## config.mk

```make
export PLATFORM = sky130hd
export DESIGN_NAME = scc_codec_tables
export DESIGN_NICKNAME = d
export VERILOG_FILES = /design/src/logic/scc_codec_tables.v
export VERILOG_INCLUDE_DIRS = /design/src /design/src/logic
export SDC_FILE = /design/constraint.sdc
export NUM_CORES = 1
export LEC_CHECK = 0
export CORE_MARGIN = 8
export CORE_UTILIZATION = 45
export CTS_BUF_LIST = sky130_fd_sc_hd__clkbuf_4
export DETAILED_ROUTE_END_ITERATION = 7
export DONT_BUFFER_PORTS = 1
export GPL_ROUTABILITY_DRIVEN = 0
export GPL_TIMING_DRIVEN = 0
export PLACE_DENSITY_LB_ADDON = 0.05
export SYNTH_ARGS = -nofsm -noshare
export SYNTH_HDL_FRONTEND = slang
export SYNTH_HIERARCHICAL = 1
export SYNTH_SLANG_ARGS = --single-unit
```

## constraint.sdc

```tcl
create_clock -name core_clk -period 66.2 [get_ports core_clk]
set_clock_uncertainty 0.15 [all_clocks]
set_input_delay 19.86 -clock core_clk [delete_from_list [all_inputs] [get_ports core_clk]]
set_output_delay 19.86 -clock core_clk [all_outputs]
set_load 0.05 [all_outputs]
```

## src/logic/scc_const_map.vh

```
// constants of the speech codec table and framing block
// assumes a single 40 MHz clock domain shared with the codec datapath
`ifndef SCC_CONST_MAP_VH
`define SCC_CONST_MAP_VH
// clock and sample timing
`define SCC_CLK_HZ 40000000
`define SCC_SAMPLE_HZ 8000
`define SCC_SAMPLE_CYCLES (`SCC_CLK_HZ / `SCC_SAMPLE_HZ)
// frame layout
`define SCC_FRAME_WORDS 7'h4C
`define SCC_LAST_WORD 7'h4B
`define SCC_LAR_WORDS 7'h08
`define SCC_SUB_LAST 5'h10
`define SCC_FRAME_SAMPLES 8'hA0
`define SCC_LAST_SAMPLE 8'h9F
// sub-frame word positions
`define SCC_SUB_LAG 5'h00
`define SCC_SUB_GAIN 5'h01
`define SCC_SUB_GRID 5'h02
`define SCC_SUB_AMP 5'h03
// lag limits and reset value
`define SCC_LAG_MIN 7'h28
`define SCC_LAG_MAX 7'h78
`define SCC_LAG_INIT 7'h28
// output truncation mask, three low bits cleared
`define SCC_TRUNC_MASK 16'hFFF8
// lar rounding term and shift
`define SCC_LAR_ROUND 32'h0000_0100
`define SCC_LAR_SHIFT 9
`endif

```

## src/logic/scc_codec_tables.v

```verilog
// speech codec constant tables plus frame and sample stream handling
// assumes: codec datapath on core_clk supplies coded words and samples,
// test equipment handshakes on the same clock, sys_rst synchronous high
//
// Operation
// - lar quantize with per-index scale, offset, clamp
// - lar decode reciprocal scale per index
// - gain code chosen against three decision levels
// - gain level rebuilt from two-bit code
// - eleven symmetric weighting filter taps
// - inverse mantissa table scales excitation samples
// - direct mantissa table for inverse quantizer
// - every exchanged word in 16-bit container
// - 76 words per frame, 160 samples each
// - reset restores encoder initial state
// - encoder takes one sample per 8 kHz period; the code takes one on every enc_in_valid cycle, unpaced
// - reset restores decoder initial state
// - decoder output continuous at 8 kHz
// - any lag code 0..127 accepted safely
// - all 64 amplitude codewords pass through
// - out-of-range lag reuses retained lag, init 40
// - field widths per frame and sub-frame position
// - output 13 bits left-justified, low three zero
`timescale 1ns/100ps
`default_nettype none
`include "scc_const_map.vh"

// position within a 76-word frame: word index and sub-frame slot
module scc_frame_pos
(
   // clock and reset
   input wire core_clk,
   input wire sys_rst,
   // advance by one word, restart at word zero
   input wire step,
   input wire restart,
   // current position
   output reg [6:0] word_reg,
   output reg [4:0] sub_reg,
   output wire [3:0] width_bits,
   output wire last_word
);
   // field width by position
   reg [3:0] width_w;

   assign width_bits = width_w;
   assign last_word = (word_reg == `SCC_LAST_WORD);

   // widths 6,6,5,5,4,4,3,3 then lag 7, gain 2, grid 2, amp 6, pulses 3
   always @*
   begin
      width_w = 4'h3;
      if (word_reg < `SCC_LAR_WORDS)
      begin
         case (word_reg[2:1])
            2'h0: width_w = 4'h6;
            2'h1: width_w = 4'h5;
            2'h2: width_w = 4'h4;
            default: width_w = 4'h3;
         endcase
      end
      else
      begin
         case (sub_reg)
            `SCC_SUB_LAG: width_w = 4'h7;
            `SCC_SUB_GAIN: width_w = 4'h2;
            `SCC_SUB_GRID: width_w = 4'h2;
            `SCC_SUB_AMP: width_w = 4'h6;
            default: width_w = 4'h3;
         endcase
      end
   end

   // counters wrap after word 75 back to zero
   always @(posedge core_clk)
   begin
      if (sys_rst || restart)
      begin
         word_reg <= 7'h00;
         sub_reg <= 5'h00;
      end
      else if (step)
      begin
         if (last_word)
         begin
            word_reg <= 7'h00;
            sub_reg <= 5'h00;
         end
         else
         begin
            word_reg <= word_reg + 7'h01;
            if (word_reg >= `SCC_LAR_WORDS)
               sub_reg <= (sub_reg == `SCC_SUB_LAST) ? 5'h00 : sub_reg + 5'h01;
         end
      end
   end
endmodule // scc_frame_pos

module scc_codec_tables
#(
   parameter SAMPLE_CYCLES = `SCC_SAMPLE_CYCLES
)
(
   // clock and reset
   input wire core_clk,
   input wire sys_rst,
   // lar quantizer and decoder lookups
   input wire [2:0] lar_index,
   input wire [15:0] lar_value,
   output reg [5:0] log_area_code,
   output reg [15:0] lar_reciprocal_scale,
   // long-term gain decision and reconstruction
   input wire [15:0] gain_corr,
   input wire [15:0] gain_peak,
   output reg [1:0] ltp_gain_code,
   input wire [1:0] gain_code_in,
   output reg [15:0] gain_level,
   // weighting filter tap lookup
   input wire [3:0] tap_index,
   output reg [15:0] tap_value,
   // mantissa lookups
   input wire [2:0] mant_index,
   output reg [15:0] inv_mant_value,
   output reg [15:0] dir_mant_value,
   // encoder sample input
   input wire enc_in_valid,
   input wire [15:0] enc_in_sample,
   output reg [15:0] enc_sample_reg,
   output reg enc_sample_strobe_reg,
   output reg enc_frame_tick_reg,
   // encoder coded words from the datapath
   input wire core_param_valid,
   input wire [15:0] core_param_word,
   output wire core_param_ready,
   // encoder coded word output
   output wire enc_out_valid,
   output wire [15:0] enc_out_word,
   output wire enc_out_first,
   input wire enc_out_ready,
   // decoder coded word input
   input wire dec_in_valid,
   input wire [15:0] dec_in_word,
   input wire dec_in_first,
   output wire dec_in_ready,
   // decoder fields to the datapath
   output reg [6:0] dec_field_pos_reg,
   output reg [15:0] dec_field_reg,
   output reg dec_field_strobe_reg,
   output reg [6:0] decoded_lag_reg,
   output reg [15:0] dec_gain_reg,
   output reg [15:0] dec_mant_reg,
   output reg dec_frame_done_reg,
   // synthesized samples from the datapath
   input wire syn_valid,
   input wire [15:0] syn_sample,
   output wire syn_ready,
   // decoder output samples
   output reg dec_out_strobe_reg,
   output reg [15:0] dec_out_sample_reg,
   output reg dec_underrun_reg
);
   // signed helpers for the lar quantizer
   reg signed [15:0] lar_scale;
   reg signed [15:0] lar_offset;
   reg signed [15:0] lar_min;
   reg signed [15:0] lar_max;
   reg signed [31:0] lar_prod;
   reg signed [31:0] lar_sum;
   reg signed [15:0] lar_clamped;
   // gain decision thresholds
   reg [31:0] dlb_prod;
   reg [15:0] dlb_lvl;
   integer k;
   // frame positions
   wire [6:0] enc_word;
   wire [4:0] enc_sub;
   wire [3:0] enc_width;
   wire enc_last;
   wire [6:0] dec_word;
   wire [4:0] dec_sub;
   wire [3:0] dec_width;
   wire dec_last;
   wire dec_take;
   wire enc_take;
   // encoder sample count
   reg [7:0] enc_cnt_reg;
   // retained lag
   reg [6:0] lag_keep_reg;
   reg [6:0] lag_next;
   // two-entry output buffer
   reg [15:0] buf_mem [0:1];
   reg buf_wp_reg;
   reg buf_rp_reg;
   reg [1:0] buf_cnt_reg;
   wire buf_push;
   wire buf_pop;
   // sample period timer
   reg [15:0] tick_cnt_reg;
   wire tick;

   // lar quantizer tables, read only
   always @*
   begin
      case (lar_index)
         3'h0: begin lar_scale = 16'h5000; lar_offset = 16'h0000; end
         3'h1: begin lar_scale = 16'h5000; lar_offset = 16'h0000; end
         3'h2: begin lar_scale = 16'h5000; lar_offset = 16'h0800; end
         3'h3: begin lar_scale = 16'h5000; lar_offset = 16'hF600; end
         3'h4: begin lar_scale = 16'h368C; lar_offset = 16'h005E; end
         3'h5: begin lar_scale = 16'h3C00; lar_offset = 16'hF900; end
         3'h6: begin lar_scale = 16'h2156; lar_offset = 16'hFEAB; end
         default: begin lar_scale = 16'h234C; lar_offset = 16'hFB88; end
      endcase
      case (lar_index[2:1])
         2'h0: begin lar_min = 16'hFFE0; lar_max = 16'h001F; end
         2'h1: begin lar_min = 16'hFFF0; lar_max = 16'h000F; end
         2'h2: begin lar_min = 16'hFFF8; lar_max = 16'h0007; end
         default: begin lar_min = 16'hFFFC; lar_max = 16'h0003; end
      endcase
      // scale, offset, round, shift, clamp, then bias to unsigned code
      lar_prod = (lar_scale * $signed(lar_value)) >>> 15;
      // rounding term kept signed so negative lars shift arithmetically
      lar_sum = (lar_prod + lar_offset + $signed(`SCC_LAR_ROUND)) >>> `SCC_LAR_SHIFT;
      if (lar_sum < lar_min)
         lar_clamped = lar_min;
      else if (lar_sum > lar_max)
         lar_clamped = lar_max;
      else
         lar_clamped = lar_sum[15:0];
      log_area_code = lar_clamped[5:0] - lar_min[5:0];
      // reciprocal scale per index
      case (lar_index)
         3'h4: lar_reciprocal_scale = 16'h4B17;
         3'h5: lar_reciprocal_scale = 16'h4444;
         3'h6: lar_reciprocal_scale = 16'h7ADE;
         3'h7: lar_reciprocal_scale = 16'h740C;
         default: lar_reciprocal_scale = 16'h3333;
      endcase
   end

   // gain decision: first level whose scaled peak covers the correlation
   always @*
   begin
      ltp_gain_code = 2'h3;
      dlb_lvl = 16'h0000;
      dlb_prod = 32'h0000_0000;
      for (k = 2; k >= 0; k = k - 1)
      begin
         case (k)
            0: dlb_lvl = 16'h199A;
            1: dlb_lvl = 16'h4000;
            default: dlb_lvl = 16'h6666;
         endcase
         dlb_prod = (gain_peak * dlb_lvl) >> 15;
         if ({16'h0000, gain_corr} <= dlb_prod)
            ltp_gain_code = k[1:0];
      end
      // reconstruction levels
      case (gain_code_in)
         2'h0: gain_level = 16'h0CCD;
         2'h1: gain_level = 16'h2CCD;
         2'h2: gain_level = 16'h5333;
         default: gain_level = 16'h7FFF;
      endcase
   end

   // weighting taps and mantissa tables
   always @*
   begin
      case (tap_index)
         4'h0, 4'hA: tap_value = 16'hFF7A;
         4'h1, 4'h9: tap_value = 16'hFE8A;
         4'h3, 4'h7: tap_value = 16'h0806;
         4'h4, 4'h6: tap_value = 16'h166D;
         4'h5: tap_value = 16'h2000;
         default: tap_value = 16'h0000;
      endcase
      case (mant_index)
         3'h0: inv_mant_value = 16'h71C8;
         3'h1: inv_mant_value = 16'h6667;
         3'h2: inv_mant_value = 16'h5D18;
         3'h3: inv_mant_value = 16'h5556;
         3'h4: inv_mant_value = 16'h4EC5;
         3'h5: inv_mant_value = 16'h4925;
         3'h6: inv_mant_value = 16'h4444;
         default: inv_mant_value = 16'h4000;
      endcase
      // direct mantissa is 18431 plus 2048 per step
      dir_mant_value = {1'b0, 1'b1, mant_index, 11'h7FF};
   end

   // encoder input: 13 valid bits left-justified, one on each enc_in_valid cycle
   always @(posedge core_clk)
   begin
      if (sys_rst)
      begin
         enc_sample_reg <= 16'h0000;
         enc_sample_strobe_reg <= 1'b0;
         enc_frame_tick_reg <= 1'b0;
         enc_cnt_reg <= 8'h00;
      end
      else
      begin
         enc_sample_strobe_reg <= enc_in_valid;
         enc_frame_tick_reg <= 1'b0;
         if (enc_in_valid)
         begin
            enc_sample_reg <= enc_in_sample & `SCC_TRUNC_MASK;
            if (enc_cnt_reg == `SCC_LAST_SAMPLE)
            begin
               enc_cnt_reg <= 8'h00;
               enc_frame_tick_reg <= 1'b1;
            end
            else
               enc_cnt_reg <= enc_cnt_reg + 8'h01;
         end
      end
   end

   // encoder word framing: width mask and first-word mark
   assign enc_take = core_param_valid && enc_out_ready;
   assign core_param_ready = enc_out_ready;
   assign enc_out_valid = core_param_valid;
   assign enc_out_word = core_param_word & ~(16'hFFFF << enc_width);
   assign enc_out_first = core_param_valid && (enc_word == 7'h00);

   scc_frame_pos u_enc_pos
   (
      .core_clk(core_clk),
      .sys_rst(sys_rst),
      .step(enc_take),
      .restart(1'b0),
      .word_reg(enc_word),
      .sub_reg(enc_sub),
      .width_bits(enc_width),
      .last_word(enc_last)
   );

   // decoder input: always ready, the word count runs on every word taken
   assign dec_in_ready = 1'b1;
   assign dec_take = dec_in_valid;

   scc_frame_pos u_dec_pos
   (
      .core_clk(core_clk),
      .sys_rst(sys_rst),
      .step(dec_take),
      .restart(1'b0),
      .word_reg(dec_word),
      .sub_reg(dec_sub),
      .width_bits(dec_width),
      .last_word(dec_last)
   );

   // lag check against 40..120, else reuse the retained lag
   always @*
   begin
      lag_next = dec_in_word[6:0];
      if (dec_in_word[6:0] < `SCC_LAG_MIN || dec_in_word[6:0] > `SCC_LAG_MAX)
         lag_next = lag_keep_reg;
   end

   // decoder field unpack and per-field side results
   always @(posedge core_clk)
   begin
      if (sys_rst)
      begin
         dec_field_pos_reg <= 7'h00;
         dec_field_reg <= 16'h0000;
         dec_field_strobe_reg <= 1'b0;
         lag_keep_reg <= `SCC_LAG_INIT;
         decoded_lag_reg <= `SCC_LAG_INIT;
         dec_gain_reg <= 16'h0000;
         dec_mant_reg <= 16'h0000;
         dec_frame_done_reg <= 1'b0;
      end
      else
      begin
         dec_field_strobe_reg <= dec_take;
         dec_frame_done_reg <= 1'b0;
         if (dec_take)
         begin
            // a first mark forces word zero whatever the count says
            dec_field_pos_reg <= dec_in_first ? 7'h00 : dec_word;
            dec_field_reg <= dec_in_word & ~(16'hFFFF << dec_width);
            dec_frame_done_reg <= dec_last;
            if (dec_word >= `SCC_LAR_WORDS)
            begin
               case (dec_sub)
                  `SCC_SUB_LAG:
                  begin
                     decoded_lag_reg <= lag_next;
                     lag_keep_reg <= lag_next;
                  end
                  `SCC_SUB_GAIN:
                  begin
                     case (dec_in_word[1:0])
                        2'h0: dec_gain_reg <= 16'h0CCD;
                        2'h1: dec_gain_reg <= 16'h2CCD;
                        2'h2: dec_gain_reg <= 16'h5333;
                        default: dec_gain_reg <= 16'h7FFF;
                     endcase
                  end
                  `SCC_SUB_AMP:
                     dec_mant_reg <= {1'b0, 1'b1, dec_in_word[2:0], 11'h7FF};
                  default:
                     dec_mant_reg <= dec_mant_reg;
               endcase
            end
         end
      end
   end

   // two-entry buffer between synthesis and the paced output
   assign syn_ready = (buf_cnt_reg != 2'h2);
   assign buf_push = syn_valid && syn_ready;
   assign buf_pop = tick && (buf_cnt_reg != 2'h0);

   always @(posedge core_clk)
   begin
      if (buf_push)
         buf_mem[buf_wp_reg] <= syn_sample & `SCC_TRUNC_MASK;
   end

   always @(posedge core_clk)
   begin
      if (sys_rst)
      begin
         buf_wp_reg <= 1'b0;
         buf_rp_reg <= 1'b0;
         buf_cnt_reg <= 2'h0;
      end
      else
      begin
         if (buf_push)
            buf_wp_reg <= ~buf_wp_reg;
         if (buf_pop)
            buf_rp_reg <= ~buf_rp_reg;
         case ({buf_push, buf_pop})
            2'b10: buf_cnt_reg <= buf_cnt_reg + 2'h1;
            2'b01: buf_cnt_reg <= buf_cnt_reg - 2'h1;
            default: buf_cnt_reg <= buf_cnt_reg;
         endcase
      end
   end

   // 8 kHz pacing: one output every period, zero on underrun
   assign tick = (tick_cnt_reg == SAMPLE_CYCLES[15:0] - 16'h0001);

   always @(posedge core_clk)
   begin
      if (sys_rst)
      begin
         tick_cnt_reg <= 16'h0000;
         dec_out_strobe_reg <= 1'b0;
         dec_out_sample_reg <= 16'h0000;
         dec_underrun_reg <= 1'b0;
      end
      else
      begin
         tick_cnt_reg <= tick ? 16'h0000 : tick_cnt_reg + 16'h0001;
         dec_out_strobe_reg <= tick;
         dec_underrun_reg <= tick && (buf_cnt_reg == 2'h0);
         if (tick)
            dec_out_sample_reg <= buf_pop ? buf_mem[buf_rp_reg] : 16'h0000;
      end
   end
endmodule // scc_codec_tables
`default_nettype wire

```

==> metrics.yaml <==
run_status:
  status: "finished, final reports clean"
routing:
  ant_nets: 0
  vias_per_cell: 5.160
  first_pass_iters: 5
  wirelength_um: 55240
  drcViolationCount: 0
  vias: 15759
  wl_per_cell_um: 18.09
  dr.first_iter.drc_count: 644
placed_design:
  numPortBuffers: 0
  dpl.hpwl_um: 47350
  dpl_cell_area_um2: 22710
clock_tree:
  clk_latency_ps: 550
  clockBufferDepth: 2
  root_buffer: "clkbuf_4"
  cts_made_buffers: 17
  clock_sinks: 148
  postCtsHoldBufs: 0
  cts_resized: 0
  h-tree-depth: 4
  clkTransAtPathRegs_ps: 140
  postCtsSetupBuffers: 0
  cts_tree: "done"
global_routing:
  grt_start_max_net_pins: 17
  grt_overflow_total: 0
  grtUsageTotal_pct: 20.17
  grt_pass1_wl_um: 91540
  grt_pass1_vias: 17370
  antenna_found_initial: 1
worst_setup_path:
  slowest_stage: "xor2_1"
  crit_path_start_kind: "input pin"
  worst_ep_arrival_time_ps: 32980
  critPathMaxFanout: 10
  critPathKind: "in2out"
  end_kind: "output pin"
  crit_required_ps: 46190
  slowest_delay_ps: 840
final_layout:
  nets: 3207
  final_cell_mix: "inv_1 (412), ha_1 (394), fa_1 (256), nor2_1 (174), nand2_1 (137)"
  drive_gt1_share_pct: 6.481
  nFillCells: 4676
  fin_util_pct: 48.14
  final_common_cell: "inv_1"
  largest_reg_flops: 26
  syn_to_final_growth_pct: 5.435
  final_area_um2: 22990
sta:
  relSlewSlack_pct: 13.05
  fmax_mhz: 18.87
  hold_viol_final: 0
  worst_slew_pin_slew_ps: 1299
  fin_crit_ps: 52990
  setup_tns_ps: 0
  drv_slew: 0
  setup_viol: 0
  layout_worst_path_cycle_share_pct: 80.04
  grt_setup_unrepaired: "false"
die:
  num_io_pins: 341
  row_count: 80
  fp.dieW_um: 236.1
  start_util_pct: 45.66
  dieArea_um2: 55750
  die_h_um: 236.1
  core_um2: 47750
synth:
  ys_seq_elements: 148
  synth.top_cell.area_share_pct: 23.51
  yosysWarnings: 6
  syn_inst: 2371
  synth_fa_ha_area_share_pct: 46.12
  synth_enable_flop_cells: 26
  synth-simple-area-share_pct: 14.15
  ys_async_sr_fraction_pct: 0
  synthTopCellsByArea: "fa_1 (24%), ha_1 (23%), dfxtp_1 (11%)"
  ys_types: 82
  seq_area_frac_synth_pct: 14.78
  avgSynthCellArea_um2: 9.195
  synth-compound-area-share_pct: 8.040
  synth_top_family_by_area: "adder cells"
  ys.flop_type: "dfxtp_1"
  yosys.area.top_type: "fa_1"
  synth_mux_area_share_pct: 2.037
  synthXorXnorAreaFrac_pct: 3.937
  syn_area_um2: 21800
power:
  p_sw_uw: 561.5
  pwr-share-seq_pct: 9.5
  p_comb_share_pct: 85.2
  p_total_mw: 1.044
  p_sw_share_pct: 53.80
  powerDensity_nw_per_um2: 45.41
  leakagePower_nw: 11.47
  clock_power_share_pct: 5.3
  ir_drop_mv: 0.03897
  internal_power_uw: 482.2
hold_path:
  hold_path_class: "reg2reg"
run:
  max-cap-violations: 0
layer usage:
| layer | track usage, % | vias to the layer above | routed length, µm |
|---|---|---|---|
| li1 | - | 7706 | - |
| met1 | 24.74 | 7607 | 23650 |
| met2 | 35.69 | 390 | 26940 |
| met3 | 4.734 | 56 | 3699 |
| met4 | 4.239 | 0 | 949 |
| met5 | 0 | - | 0 |
Yosys cell counts, types with 42 or more instances:
master / instances
fa_1: 256
nand2b_1: 46
inv_1: 412
ha_1: 394
o21ai_0: 55
buf_4: 83
nor2_1: 174
nand2_1: 137
nor2b_1: 42
xnor2_1: 44
dfxtp_1: 122
xor2_1: 54
a21oi_1: 93
and2_1: 42
cell families (layout without fill, tap and decap cells):
logic type | after synthesis | count (layout)
adders and majority gates | 650 | 650
other | 4 | 39
DFF | 148 | 148
xor gates and xnor gates | 98 | 98
AOI/OAI and AO/OA | 269 | 269
buffers and inverters | 548 | 581
muxes | 44 | 44
and+or+nand+nor | 610 | 610
worst max-delay path, delay by kind of cell:
kind,cells,cell delay [ps]
AO/OA/AOI/OAI,19,4210
XOR/XNOR,3,1240
adder cells (fa/ha/maj),11,4550
buffers and inverters,7,2110
multiplexers,1,290
AND/OR/NAND/NOR,6,680
stage by stage:
step	setup slack (ps)	hold WS [ps]	instances
after global routing	12320	328.8	3054
after global placement	13360	282.5	3020
after detailed placement	13220	291.9	3021
after floorplan	15490	267.9	2405
final	13210	313.9	3054
after CTS	13180	315.3	3053
final cells by class:
| class | count | area, µm² | share of cell area (%) |
|---|---|---|---|
| plain buffers | 135 | 819.5 | 3.565 |
| diodes | 1 | 2.502 | 0.01089 |
| inverters | 413 | 1550 | 6.744 |
| well taps | 615 | 769.5 | 3.347 |
| multi-input cells | 1709 | 16350 | 71.11 |
| flip-flops and latches | 148 | 3223 | 14.02 |
| clock inverters | 15 | 143.9 | 0.6260 |
| clock buffers | 17 | 127.6 | 0.5552 |
| repair buffers | 1 | 3.754 | 0.01633 |
power groups by stage:
stage	registers (mW)	clock network, mW	logic, mW
6_report	0.0993	0.0548	0.890
5_1_grt	0.0998	0.0607	1.03
4_1_cts	0.0994	0.0572	0.904
3_5_place_dp	0.101	0	0.895
3_3_place_gp	0.101	0	0.880
2_1_floorplan	0.101	0	0.715
final timing paths:
path	cells past startpoint	startpoint	end	slack, ps
hold / removal	1	tick_cnt_reg[0]$_SDFF_PP0_	tick_cnt_reg[0]$_SDFF_PP0_	310
hold reg to reg	1	tick_cnt_reg[0]$_SDFF_PP0_	tick_cnt_reg[0]$_SDFF_PP0_	310
setup / recovery	47	lar_index[2]	log_area_code[5]	13210
setup reg to reg	3	buf_cnt_reg[0]$_SDFFE_PP0P_	buf_mem[0][5]$_DFFE_PP_	63480
(Power assumes the default switching activity.)
